`src/hw/ets_pkg.sv`:
```
`default_nettype none
package ets_pkg;

  localparam int ETS_CW = 4;
  localparam int ETS_TW = 10;

  // Category indices, in the order the sequencer walks them
  localparam logic [2:0] ETS_CAT_FETCH = 3'h0;
  localparam logic [2:0] ETS_CAT_BRRD  = 3'h1;
  localparam logic [2:0] ETS_CAT_STACK = 3'h2;
  localparam logic [2:0] ETS_CAT_BYTE  = 3'h3;
  localparam logic [2:0] ETS_CAT_WORD  = 3'h4;
  localparam logic [2:0] ETS_CAT_INTOP = 3'h5;
  localparam logic [2:0] ETS_CAT_NONE  = 3'h7;

  // States per cycle
  localparam logic [1:0] ETS_COST_MEM       = 2'h2;
  localparam logic [1:0] ETS_COST_PERI_FAST = 2'h2;
  localparam logic [1:0] ETS_COST_PERI_SLOW = 2'h3;
  localparam logic [1:0] ETS_COST_INTOP     = 2'h1;

  typedef enum logic [4:0] {
    ETS_OP_ADD_B_IMM = 5'h00,
    ETS_OP_ADD_B_REG = 5'h01,
    ETS_OP_ADD_W_IMM = 5'h02,
    ETS_OP_ADD_W_REG = 5'h03,
    ETS_OP_ADD_L_IMM = 5'h04,
    ETS_OP_ADD_L_REG = 5'h05,
    ETS_OP_ADDS      = 5'h06,
    ETS_OP_ADDX_IMM  = 5'h07,
    ETS_OP_ADDX_REG  = 5'h08,
    ETS_OP_AND_B_IMM = 5'h09,
    ETS_OP_AND_B_REG = 5'h0A,
    ETS_OP_AND_W_IMM = 5'h0B,
    ETS_OP_AND_W_REG = 5'h0C,
    ETS_OP_AND_L_IMM = 5'h0D,
    ETS_OP_AND_L_REG = 5'h0E,
    ETS_OP_ANDC      = 5'h0F,
    ETS_OP_BAND_REG  = 5'h10,
    ETS_OP_BAND_IND  = 5'h11,
    ETS_OP_BAND_ABS  = 5'h12,
    ETS_OP_BCC_D8    = 5'h13,
    ETS_OP_BSET_ABS  = 5'h14,
    ETS_OP_JSR_MIND  = 5'h15
  } ets_op_e;

  // Counts packed as {N,M,L,K,J,I}, four bits each
  typedef logic [5:0][ETS_CW-1:0] ets_cnt_t;

  function automatic ets_cnt_t ets_mk(input int i, input int j, input int k,
                                      input int l, input int m, input int n);
    ets_cnt_t c;
    c[0] = ETS_CW'(i);
    c[1] = ETS_CW'(j);
    c[2] = ETS_CW'(k);
    c[3] = ETS_CW'(l);
    c[4] = ETS_CW'(m);
    c[5] = ETS_CW'(n);
    return c;
  endfunction : ets_mk

  function automatic ets_cnt_t ets_lookup(input ets_op_e op);
    ets_cnt_t c;
    c = '0;
    case (op)
      ETS_OP_ADD_W_IMM, ETS_OP_AND_W_IMM,
      ETS_OP_AND_L_REG, ETS_OP_BCC_D8:        c = ets_mk(2, 0, 0, 0, 0, 0);
      ETS_OP_ADD_L_IMM, ETS_OP_AND_L_IMM:     c = ets_mk(3, 0, 0, 0, 0, 0);
      ETS_OP_BAND_IND, ETS_OP_BAND_ABS:       c = ets_mk(2, 0, 0, 1, 0, 0);
      ETS_OP_BSET_ABS:                        c = ets_mk(2, 0, 0, 2, 0, 0);
      ETS_OP_JSR_MIND:                        c = ets_mk(2, 1, 1, 0, 0, 0);
      default:                                c = ets_mk(1, 0, 0, 0, 0, 0);
    endcase
    return c;
  endfunction : ets_lookup

endpackage : ets_pkg
`default_nettype wire

```
`src/hw/ets_timing.sv`:
```
`default_nettype none
module ets_timing
  import ets_pkg::*;
(
  // Clock and reset
  input  wire logic              ref_clk,
  input  wire logic              arst_n,
  // Instruction request
  input  wire logic              start,
  input  wire logic [4:0]        opSel,
  input  wire logic              useExplicit,
  input  wire logic [23:0]       explicitCnt,
  // Access location of data cycles
  input  wire logic              dataToPeriph,
  input  wire logic              periphSlow,
  // Sequencer status
  output var  logic              busy_reg,
  output var  logic              cycleStart_reg,
  output var  logic [2:0]        category_reg,
  output var  logic              done_reg,
  output var  logic [ETS_TW-1:0] totalStates_reg
);

  ets_cnt_t         reqCnt;
  logic [5:0][1:0]  reqCost;
  logic [ETS_TW-1:0] reqTotal;
  logic [2:0]       reqFirst;
  ets_cnt_t         cnt_reg;
  logic [5:0][1:0]  cost_reg;
  logic [ETS_CW-1:0] cycLeft_reg;
  logic [1:0]       stLeft_reg;
  logic [2:0]       nextCat;
  logic             accept;
  logic             lastState;

  // Lowest category at or above 'from' with a nonzero count
  function automatic logic [2:0] firstFrom(input ets_cnt_t c, input logic [2:0] from);
    logic [2:0] r;
    r = ETS_CAT_NONE;
    for (int i = 5; i >= 0; i--) begin
      if (3'(i) >= from && c[i] != '0) begin
        r = 3'(i);
      end
    end
    return r;
  endfunction : firstFrom

  assign accept = start && !busy_reg;
  assign lastState = busy_reg && stLeft_reg == 2'h1 && cycLeft_reg == ETS_CW'(1);
  assign nextCat = firstFrom(cnt_reg, category_reg + 3'h1);

  // Counts per category come from the form table or straight from the caller
  always_comb begin
    reqCnt = useExplicit ? ets_cnt_t'(explicitCnt) : ets_lookup(ets_op_e'(opSel));
  end

  always_comb begin
    reqCost[0] = ETS_COST_MEM;
    reqCost[1] = ETS_COST_MEM;
    reqCost[2] = ETS_COST_MEM;
    reqCost[3] = !dataToPeriph ? ETS_COST_MEM :
                 (periphSlow ? ETS_COST_PERI_SLOW : ETS_COST_PERI_FAST);
    reqCost[4] = reqCost[3];
    reqCost[5] = ETS_COST_INTOP;
  end

  // Zero counts multiply to nothing, so they add no states
  always_comb begin
    reqTotal = '0;
    for (int i = 0; i < 6; i++) begin
      reqTotal = reqTotal + ETS_TW'(reqCnt[i]) * ETS_TW'(reqCost[i]);
    end
    reqFirst = firstFrom(reqCnt, ETS_CAT_FETCH);
  end

  // Latch the request; a start while busy is ignored
  always_ff @(posedge ref_clk or negedge arst_n) begin
    if (!arst_n) begin
      cnt_reg         <= '0;
      cost_reg        <= '0;
      totalStates_reg <= '0;
    end else if (accept) begin
      cnt_reg         <= reqCnt;
      cost_reg        <= reqCost;
      totalStates_reg <= reqTotal;
    end
  end

  // One state per clock; categories are walked in order, empty ones skipped
  always_ff @(posedge ref_clk or negedge arst_n) begin
    if (!arst_n) begin
      busy_reg       <= 1'b0;
      cycleStart_reg <= 1'b0;
      category_reg   <= ETS_CAT_NONE;
      cycLeft_reg    <= '0;
      stLeft_reg     <= '0;
    end else if (accept) begin
      busy_reg       <= reqFirst != ETS_CAT_NONE;
      cycleStart_reg <= reqFirst != ETS_CAT_NONE;
      category_reg   <= reqFirst;
      cycLeft_reg    <= reqFirst == ETS_CAT_NONE ? '0 : reqCnt[reqFirst];
      stLeft_reg     <= reqFirst == ETS_CAT_NONE ? '0 : reqCost[reqFirst];
    end else if (busy_reg) begin
      if (stLeft_reg != 2'h1) begin
        stLeft_reg     <= stLeft_reg - 2'h1;
        cycleStart_reg <= 1'b0;
      end else if (cycLeft_reg != ETS_CW'(1)) begin
        cycLeft_reg    <= cycLeft_reg - ETS_CW'(1);
        stLeft_reg     <= cost_reg[category_reg];
        cycleStart_reg <= 1'b1;
      end else if (nextCat != ETS_CAT_NONE) begin
        category_reg   <= nextCat;
        cycLeft_reg    <= cnt_reg[nextCat];
        stLeft_reg     <= cost_reg[nextCat];
        cycleStart_reg <= 1'b1;
      end else begin
        busy_reg       <= 1'b0;
        cycleStart_reg <= 1'b0;
        category_reg   <= ETS_CAT_NONE;
        cycLeft_reg    <= '0;
        stLeft_reg     <= '0;
      end
    end
  end

  // Done also fires for an all-zero request, one cycle after it is taken
  always_ff @(posedge ref_clk or negedge arst_n) begin
    if (!arst_n) begin
      done_reg <= 1'b0;
    end else begin
      done_reg <= (lastState && nextCat == ETS_CAT_NONE) ||
                  (accept && reqFirst == ETS_CAT_NONE);
    end
  end

  // Checking helpers: states spent and what was requested
  logic [ETS_TW-1:0] spent_reg;
  logic [4:0]        opSeen_reg;
  logic              explSeen_reg;
  logic              periSeen_reg;
  logic              slowSeen_reg;

  always_ff @(posedge ref_clk or negedge arst_n) begin
    if (!arst_n) begin
      spent_reg    <= '0;
      opSeen_reg   <= '0;
      explSeen_reg <= 1'b0;
      periSeen_reg <= 1'b0;
      slowSeen_reg <= 1'b0;
    end else if (accept) begin
      spent_reg    <= '0;
      opSeen_reg   <= opSel;
      explSeen_reg <= useExplicit;
      periSeen_reg <= dataToPeriph;
      slowSeen_reg <= periphSlow;
    end else if (busy_reg) begin
      spent_reg <= spent_reg + ETS_TW'(1);
    end
  end
endmodule : ets_timing
`default_nettype wire

```
`config.mk`:
```
export PLATFORM = sky130hd
export DESIGN_NAME = ets_timing
export DESIGN_NICKNAME = d
export VERILOG_FILES = /design/src/hw/ets_pkg.sv /design/src/hw/ets_timing.sv
export SDC_FILE = /design/constraint.sdc
export NUM_CORES = 1
export LEC_CHECK = 0
export BUFFER_PORTS_ARGS = -buffer_cell sky130_fd_sc_hd__clkbuf_2
export CELL_PAD_IN_SITES_DETAIL_PLACEMENT = 2
export CELL_PAD_IN_SITES_GLOBAL_PLACEMENT = 2
export CORE_AREA = 2 2 132 134
export CTS_BUF_LIST = sky130_fd_sc_hd__clkbuf_4 sky130_fd_sc_hd__clkbuf_8
export CTS_CLUSTER_SIZE = 8
export DETAILED_ROUTE_END_ITERATION = 16
export DIE_AREA = 0 0 134 136
export PLACE_DENSITY_LB_ADDON = 0.1
export REMOVE_ABC_BUFFERS = 1
export SLEW_MARGIN = 5
export SYNTH_ARGS = -nofsm -noshare
export SYNTH_HDL_FRONTEND = slang
export SYNTH_SLANG_ARGS = --single-unit
```
`constraint.sdc`:
```
create_clock -name ref_clk -period 2.49 [get_ports ref_clk]
set_input_delay 0.249 -clock ref_clk [delete_from_list [all_inputs] [get_ports ref_clk]]
set_output_delay 0.249 -clock ref_clk [all_outputs]
set_load 0.03 [all_outputs]
```
======== Word-level counts from Yosys, hierarchy flattened ========
Memories as Yosys holds them, arrays and structs flattened.
Index checks and enable logic that the tools add are counted.
operators by class
  multiply operators ...................... 2
  add/sub/neg operators ................... 8
  $lt $le $gt $ge ......................... 9
  reductions and logical operators ........ 28
  bitwise operators ....................... 0
  shift-type cells ........................ 0
  equal/unequal tests ..................... 10
  mux-type cells .......................... 50
  div/mod/pow operators ................... 0
operators with widths
  operator              number
  $reduce_bool A4 Y1    12
  $mux W3               14
  $mux W4               8
  $bmux W4 S3           2
  $mux W2               12
  $mux W24              1
  $bmux W2 S3           3
  $lt A3 B4 Y1 const B  3
  $mul A4 B2 Y6         2
  $logic_and A1 B1 Y1   11
  $add A9 B4 Y10        1
  $mux W1               10
  $add A8 B6 Y9         1
  $add A7 B6 Y8         1
  $add A6 B5 Y7         1
  $add A5 B5 Y6         1
  $eq A3 B3 Y1 const B  2
  $ge A1 B3 Y1 const A  2
  $ge A2 B3 Y1 const A  2
  $ge A3 B3 Y1 const A  2
  $ne A3 B3 Y1 const B  2
  $eq A4 B1 Y1 const B  1
  $ne A2 B2 Y1 const B  2
  $ne A4 B1 Y1 const B  1
  10 further kinds      10
word-level totals
  input bits .............................. 35
  latch bits .............................. 0
  register bits ........................... 49
  memories kept ........................... 1
  output and inout port bits .............. 16
  RAM bits ................................ 0
  ROM bits ................................ 192
memories
  memory            words  width  read ports  clocked after Yosys merged registers in  write ports  RTL line       text
  (name not given)  32     6      1           0                                        0            ets_pkg.sv:65  case (op)

======== Longest topological paths before layout ========
Gate-level depths: netlist (run 1).
  word-level depth ........................ 16
  depth in mapped cells ................... 19
  depth with buffers taken out ............ 18

======== Least setup slack after synthesis (run 1) ========
Ideal clock, no wire load.
  kind .................................... in2reg
  from .................................... input port useExplicit
  to ...................................... register totalStates_reg[7]
  path buffers ............................ 4
  library setup time ...................... 0.136 ns
  setup slack ............................. -2.053 ns
  data required time ...................... 2.354 ns
  stages on the path ...................... 17
  arrival time ............................ 4.407 ns
  path through ............................ buf_2 -> buf_2 -> clkbuf_1 -> buf_1 -> nand2_1 -> nor2_1 -> fa_1 -> inv_1 -> fa_1 -> fa_1 -> fa_1 -> inv_1 -> ha_1 -> fa_1 -> a21o_1 -> a21oi_1 -> o21ai_0
between the ends
  cells in the longest elaborated chain, start to end .. 6
ends and longest elaborated chain
  what                  RTL line          text
  from (decl)           ets_timing.sv:11  input wire logic useExplicit,
  $mux W24 (*)          ets_timing.sv:54  reqCnt = useExplicit ? ets_cnt_t'(explicitCnt) : ets_lookup(ets_op_e'(opSel));
  $add A5 B5 Y6         ets_timing.sv:71  reqTotal = reqTotal + ETS_TW'(reqCnt[i]) * ETS_TW'(reqCost[i]);
  $add A6 B5 Y7         ets_timing.sv:71
  $add A7 B6 Y8         ets_timing.sv:71
  $add A8 B6 Y9         ets_timing.sv:71
  $add A9 B4 Y10 (*)    ets_timing.sv:71
  to (signal assigned)  ets_timing.sv:85  totalStates_reg <= reqTotal;
  to (decl)             ets_timing.sv:21  output var logic [ETS_TW-1:0] totalStates_reg
Mark *: on every way between the ends. The rest lies on a longest branch, timed or not.
A chain may end at the register's enable or synchronous reset.

==> results.md, run 1 <==
- The run finished, with violations left.
- The final reports fail on setup timing.
- The worst hold-check path type is input pin to async pin.
- Summing internal, switching and leakage power gives 7380 µW.
- The final hold violation count is 0.
- A synthesized cell averages 9.04 µm².
- TritonCTS built the clock tree.
- Summing all flip-flop and latch instances after layout gives 0.00115 mm².
- The floorplan has 48 rows.
- The via count is 4143.
- At the end of routability-driven placement, the weighted congestion stood at 0.830.
- The die covers 0.0182 mm².
- The critical path class is input pin to flop.
- After detailed routing, the average wire length per cell comes to 19.7 µm.
- The final clock skew is 0.00902 ns.
- The number of diodes added for antenna fixing is 0.
- Input and output buffers added on the ports amount to 48.
- The worst slew margin relative to its limit is 0.551.
- The insertion delay of the later-clocked pin in the worst-skew pair is 0.33 ns.
- The via count of the first global-routing pass was 4646.
- The worst-case setup margin in the final layout is -1.47 ns.
- The number of sinks driven by the clock tree is 46.
- The mapped netlist covers 0.00412 mm².
- The final critical path time including I/O delays and setup is 3.96 ns.
- The initial antenna violation count came to 0.
- Of the synthesized area, sequential elements account for 0.281.
- The count of boundary I/O pins is 51.
- The final core utilization is 0.381.
- The leakage component of the power is 0.00306 µW.
- The via density per instance is 4.74.
- For this run, the top clock speed supported by timing is 252 MHz.
- The synthesized-area fraction occupied by xor and xnor cells is 0.00851.
- The layout-stage area growth over the synthesis result is 56.3%.
- The initial detailed-routing violation count is 128.
- Before antenna repair, the detailed router went through 4 iterations.
- Setup repair after global routing could not meet its margin everywhere.
- The combinational cell fraction of total power is 0.753.
- The final number of max-transition violations is 0.
- In the final layout, the share of cells above drive strength 1 is 0.492.
- The count of warnings emitted by yosys is 0.
- The layout filler cell count is 1879.
- By area the synthesized netlist is led by sky130_fd_sc_hd__dfrtp_1, sky130_fd_sc_hd__fa_1, sky130_fd_sc_hd__ha_1, sky130_fd_sc_hd__nand2_1, sky130_fd_sc_hd__inv_1.
- The first global-routing pass estimated 27000 µm of wire.
- The final cycle utilization of the critical path is 1.59.
- The proportion of synthesized flip-flops having asynchronous set or reset is 1.00.
- VDD sags by at most 0.000494 V.
- The fraction of the mapped netlist area in adder cells is 0.177.
- The part of the total power dissipated in the clock network is 0.067.
- The count of nets after finishing is 729.
- The register bit total from synthesis is 46.
- The fraction of the mapped netlist area in compound gates was 0.199.
- Entering global routing, the biggest net connects 47 pins.
- The dominant cell by count in the synthesized netlist is sky130_fd_sc_hd__nand2_1.
- The total length of routed wires is 17200 µm.
- The gate count after technology mapping is 455.
- The overall global routing resource usage is 0.195.
- Max-cap violations in this run came to 0.
- The largest family of logic cells by synthesized area is compound AO/OA/AOI/OAI gates.
- The worst setup path is launched from an input pin.
- Power spread over the standard cell area amounts to 1150 mW/mm².
- Sorting the synthesized cells by how often they occur yields sky130_fd_sc_hd__nand2_1, sky130_fd_sc_hd__inv_1, sky130_fd_sc_hd__dfrtp_1.
- The number of clock buffers inserted by TritonCTS is 5.
- The core footprint is 0.0169 mm².
- Of the total synthesized cell area, the portion taken by AND, OR, NAND and NOR gates is 0.185.
- The width of the die is 134 µm.
- The cell-internal power is 4110 µW.
- Among all flip-flop cells after synthesis, the most frequent one is sky130_fd_sc_hd__dfrtp_1.
- The CTS root buffer is sky130_fd_sc_hd__clkbuf_8.
- The detail route stage leaves a number of antenna-violating nets equal to 0.
- The final HPWL from detailed placement is 13900 µm.
- The clock transition at the register clock pins on the worst setup and hold paths after CTS is 0.10 ns.
- The mux share of post-synthesis cell area is 0.0745.
- Counting flops with a built-in enable in the synthesized netlist gives 0.
- The height of the die is 136 µm.
- The top cell type by total area after synthesis is sky130_fd_sc_hd__dfrtp_1.
- After detailed routing, the number of remaining DRC violations is 0.
- The signal arrival time at the worst endpoint is 4.18 ns.
- The register with the most flip-flops in the layout has 24 of them.
- The endpoint kind of the worst setup timing path is a flop.
- The transition time at the pin with the least slew margin is 0.673 ns.
- Of all nets on the critical path, the largest fanout is 3.
- The post-synthesis cell type count is 81.
- The count of H-tree levels built during CTS is 2.
- The area of combinational cells with multiple inputs is 0.00316 mm².
- The area share of the leading cell type in the synthesized netlist is 0.261.
- Global routing finished with a remaining overflow of 0.
- The placement-stage worst setup slack is -2.19 ns.
- The switching power of the nets is 3270 µW.
- The number of failing setup endpoints in the final timing report is 12.
- Counting along the longest clock path gives a buffer depth of 2.
- At the worst endpoint, the required time is 2.71 ns.
- The starting density of the core is 0.244.
- The final hold slack is 0.0362 ns.
- Of the total power, registers draw 0.180.
- The switching part of the total power is 0.443.
path summary, 6_finish.rpt:
check / start / to / slack (ns) / cells after the start
worst min-delay path: arst_n / cnt_reg[16] / 0.04 / 2
worst min register to register: totalStates_reg[3] / totalStates_reg[3] / 0.49 / 2
worst max register to register: category_reg[1] / cycLeft_reg[1] / -0.23 / 10
max in group asynchronous: arst_n / totalStates_reg[4] / 2.01 / 2
worst max-delay path: opSel[0] / totalStates_reg[7] / -1.47 / 17
min in group ref_clk: explicitCnt[2] / cnt_reg[2] / 0.22 / 3
logic make-up after synthesis:
family / Yosys count
multiplexers: 27
other: 1
adder cells (fa/ha/maj): 45
XOR/XNOR: 4
AND/OR/NAND/NOR: 150
flip-flops: 46
AO/OA/AOI/OAI: 109
buffers and inverters: 73
stage by stage:
step / instance area (µm²) / TNS, ns / cells
2_1_floorplan: 4010 / -11.35 / 435
5_1_grt: 6430 / -9.98 / 874
6_report: 6430 / -8.79 / 874
3_3_place_gp: 5550 / -13.96 / 842
3_5_place_dp: 5550 / -15.08 / 842
4_1_cts: 6150 / -8.30 / 862
power groups by stage:
stage	combinational (µW)	clock [µW]	sequential, µW
floorplan	1940	0	1450
global placement	3900	0	1290
CTS	5070	521	1320
global route	6000	540	1370
detailed placement	4020	0	1310
finish	5560	496	1330
final cells by class:
cell class                      count  share of cell area
Multi-Input combinational cell    337               0.492
Timing Repair Buffer              207               0.240
Sequential cell                    46               0.180
Tap cell                          225              0.0438
Inverter                           52              0.0331
Clock buffer                        5              0.0107
Clock inverter                      2             0.00156
routing by layer:
layer	GRT usage	up-vias	part of all wire
li1	-	1976	-
met1	0.240	2096	0.43
met2	0.364	57	0.54
met3	0.0242	14	0.018
met4	0.0426	0	0.015
met5	0	-	0
cell usage in the layout, fill, tap and decap left out, types with 5 or more instances in the layout:
master                     netlist  layout
sky130_fd_sc_hd__nand2b_1        5       5
sky130_fd_sc_hd__o21ai_0        34      28
sky130_fd_sc_hd__inv_1          52      38
sky130_fd_sc_hd__clkbuf_8        0       5
sky130_fd_sc_hd__ha_4            0      11
sky130_fd_sc_hd__nand3_1         9       9
sky130_fd_sc_hd__buf_6           2      12
sky130_fd_sc_hd__fa_1           22      17
sky130_fd_sc_hd__inv_2           0      12
sky130_fd_sc_hd__mux2i_1        16      11
sky130_fd_sc_hd__a21oi_1        13       8
sky130_fd_sc_hd__o21ai_1         2       5
sky130_fd_sc_hd__ha_1           23      12
sky130_fd_sc_hd__nand2_2         0       5
sky130_fd_sc_hd__buf_4           3     144
sky130_fd_sc_hd__nor2_1         21      20
sky130_fd_sc_hd__dfrtp_1        43      43
sky130_fd_sc_hd__mux2_4          0       5
sky130_fd_sc_hd__clkbuf_2        0      46
sky130_fd_sc_hd__fa_2            0       5
sky130_fd_sc_hd__nand2_1        70      63
repair_timing:
action | in CTS | in global routing
cloned | 0 | 0
endpoints found under the hold margin | 0 | 0
setup buffers | 13 | 13
pin swaps | 43 | 33
resized for setup | 100 | 37
endpoints found under the setup margin | 17 | 16
hold buffers | 0 | 0
critical path: stages:
cell and delay [ns]:
sky130_fd_sc_hd__clkbuf_16 0.12, sky130_fd_sc_hd__clkinv_8 0.05, sky130_fd_sc_hd__ha_4 0.21, sky130_fd_sc_hd__mux4_2 0.50, sky130_fd_sc_hd__nand2b_4 0.09, sky130_fd_sc_hd__o211ai_1 0.14, sky130_fd_sc_hd__fa_2 0.37, sky130_fd_sc_hd__fa_1 0.53
sky130_fd_sc_hd__inv_2 0.04, sky130_fd_sc_hd__fa_2 0.43, sky130_fd_sc_hd__fa_1 0.50, sky130_fd_sc_hd__inv_2 0.05, sky130_fd_sc_hd__ha_4 0.16, sky130_fd_sc_hd__fa_2 0.37, sky130_fd_sc_hd__a21o_1 0.17, sky130_fd_sc_hd__a21oi_2 0.10
sky130_fd_sc_hd__o21ai_1 0.07
Note: power is estimated with default switching activity, not from simulation.
==> run 2, diff against run 1 <==
--- a/config.mk
+++ b/config.mk
@@ -14,7 +14,6 @@
 export DETAILED_ROUTE_END_ITERATION = 16
 export DIE_AREA = 0 0 134 136
 export PLACE_DENSITY_LB_ADDON = 0.1
-export REMOVE_ABC_BUFFERS = 1
 export SLEW_MARGIN = 5
 export SYNTH_ARGS = -nofsm -noshare
 export SYNTH_HDL_FRONTEND = slang
==> results.md, run 2 (same netlist as run 1, synthesis figures left out) <==
- The flow ran to the end, but the final reports show violations.
- The final reports fail on setup timing.
- The final hold slack is 0.0174 ns.
- The worst hold-check path type is input pin to async pin.
- Input and output buffers added on the ports amount to 48.
- The final route contains 3989 vias.
- Tracing the worst setup path back leads to its startpoint at opSel[1].
- The part of the total power dissipated in the clock network is 0.101.
- For this run, design rule violations remaining after detail routing come to 0.
- The initial antenna violation count is 0.
- The root buffer cell chosen for the clock tree is sky130_fd_sc_hd__clkbuf_8.
- The signal arrival time at the worst endpoint is 4.23 ns.
- The final number of max-transition violations came to 0.
- The buffer depth of the longest clock path is 2.
- The power per cell area is 1150 mW/mm².
- The power share of the sequential group is 0.192.
- The core footprint is 0.0169 mm².
- Global routing finished with a remaining overflow of 0.
- Of the total power, the share spent switching nets is 0.447.
- The startpoint identified for the worst register-to-register timing path is category_reg[1].
- The total length of routed wires is 16600 µm.
- The first global-routing pass estimated 26500 µm of wire.
- The top cell types in the final layout, fill and taps aside, are sky130_fd_sc_hd__buf_4, sky130_fd_sc_hd__nand2_1, sky130_fd_sc_hd__clkbuf_2.
- The first routing iteration left 88 violations.
- The placement-stage worst setup slack is -2.15 ns.
- CTS saw 46 sinks.
- The transition time at the pin with the least slew margin is 0.648 ns.
- IR analysis of the VDD net gives a maximum drop of 0.000502 V.
- Of the available clock period, the critical path in the final layout requires 1.62.
- For this design the static power due to leakage is 0.00294 µW.
- The via density per instance is 4.70.
- The ratio of cells with drive above 1 in the final layout is 0.459.
- The via count of the first global-routing pass was 4675.
- The setup TNS is -8.72 ns.
- The layout-stage area growth over the synthesis result is 49.9%.
- Setup repair after global routing could not meet its margin everywhere.
- After floorplanning, the core was divided into 48 placement rows.
- After detailed routing, the average wire length per cell comes to 19.5 µm.
- The TritonCTS clock tree is built.
- The count of nets after finishing is 702.
- The upper clock frequency limit is 247 MHz.
- The critical path in this run is classified as input pin to flop.
- Once routing completed, OpenROAD measured the worst setup slack at -1.55 ns.
- The count of boundary I/O pins is 51.
- The library cell used most frequently in the layout, excluding fill and tap cells, is sky130_fd_sc_hd__buf_4.
- The count of H-tree levels built during CTS is 2.
- The switching power of the nets is 3180 µW.
- The number of clock buffers inserted by TritonCTS is 5.
- The combinational cell fraction of total power is 0.707.
- The die covers 0.0182 mm².
- The layout filler cell count is 1873.
- The final weighted congestion of routability-driven global placement is 0.798.
- The worst setup path is launched from an input pin.
- Entering global routing, the biggest net connects 49 pins.
- The setup check on the worst reg-to-reg path leaves a slack of -0.22 ns.
- The number of antenna diodes in the final layout is 0.
- In this run the worst path has a maximum fanout of 5.
- Setup violations remaining at the end of the flow were counted as 12.
- The worst setup path is captured at a flop.
- The flip-flop count of the largest register after layout is 24.
- Summing all non-filler instances in the final layout gives an area of 0.00617 mm².
- In this run the horizontal extent of the chip is 134 µm.
- The required time reported for the critical path endpoint is 2.68 ns.
- The insertion delay of the later-clocked pin in the worst-skew pair is 0.32 ns.
- The starting density of the core is 0.244.
- The internal portion of the total power is 3940 µW.
- The placement-stage cell area is 0.00564 mm².
- The height of the die is 136 µm.
- The number of maximum-capacitance constraint violations is 0.
- After layout, the minimum clock period comes to 4.04 ns.
- The pre-antenna-repair detailed-routing pass consisted of 4 iterations.
- The worst slew margin relative to its limit is 0.568.
- Across every metal layer, demand over resource in global routing totals 0.191.
- After clock tree synthesis, the clock-pin slew on the worst setup and hold paths is 0.10 ns.
- The HPWL after detailed placement is 13700 µm.
- The final hold violation count is 0.
- The post-route antenna net violation count is 0.
- The clock arrives with 0.0151 ns of skew.
[run 2: power by group through the flow]
stage	registers, µW	logic, µW	clock network [µW]
floorplan	1430	2410	0
global placement	1330	4030	0
detailed placement	1360	4190	0
CTS	1360	4910	740
global route	1420	5440	760
finish	1370	5030	716
[run 2: repair_timing]
| action | CTS | global route |
|---|---|---|
| endpoints found under the setup margin | 16 | 18 |
| pin swaps | 24 | 19 |
| endpoints found under the hold margin | 0 | 0 |
| resized for setup | 50 | 17 |
| setup buffers | 8 | 1 |
| hold buffers | 0 | 0 |
[run 2: worst paths after layout]
| check | end | cells after the start |
|---|---|---|
| setup / recovery | totalStates_reg[7] | 17 |
| hold / removal | busy_reg | 2 |
| setup reg to reg | cycLeft_reg[1] | 9 |
| hold reg to reg | totalStates_reg[3] | 2 |
| max in group asynchronous | totalStates_reg[1] | 2 |
| min in group ref_clk | cnt_reg[2] | 4 |
[run 2: layout make-up]
type	instances	area, µm²	area share
Sequential cell	46	1150	0.187
Tap cell	225	282	0.0456
Clock inverter	2	60.1	0.00974
Multi-Input combinational cell	337	3070	0.497
Timing Repair Buffer	180	1310	0.212
Clock buffer	6	82.6	0.0134
Inverter	52	215	0.0349
[run 2: routing by layer]
| layer | up-vias | share of wire | global-route usage |
|---|---|---|---|
| met3 | 10 | 0.015 | 0.0201 |
| met4 | 0 | 0.012 | 0.0402 |
| li1 | 1920 | - | - |
| met2 | 43 | 0.55 | 0.370 |
| met1 | 2016 | 0.42 | 0.227 |
| met5 | - | 0 | 0 |
[run 2: worst max-delay path: stages]
cell	delay, ns
sky130_fd_sc_hd__clkbuf_16	0.13
sky130_fd_sc_hd__inv_12	0.03
sky130_fd_sc_hd__ha_4	0.23
sky130_fd_sc_hd__mux4_2	0.49
sky130_fd_sc_hd__nand2b_4	0.09
sky130_fd_sc_hd__o211ai_1	0.13
sky130_fd_sc_hd__fa_2	0.56
sky130_fd_sc_hd__inv_2	0.04
sky130_fd_sc_hd__fa_2	0.39
sky130_fd_sc_hd__fa_2	0.43
sky130_fd_sc_hd__fa_1	0.51
sky130_fd_sc_hd__inv_2	0.05
sky130_fd_sc_hd__ha_4	0.16
sky130_fd_sc_hd__fa_2	0.38
sky130_fd_sc_hd__a21o_1	0.18
sky130_fd_sc_hd__a21oi_2	0.12
sky130_fd_sc_hd__o21ai_1	0.07
[run 2: through the flow]
stage	cells	utilization	total power [µW]
floorplan	456	-	3840
global placement	832	0.334	5370
detailed placement	832	0.334	5550
CTS	848	0.361	7010
global route	848	0.366	7620
finish	848	0.366	7110
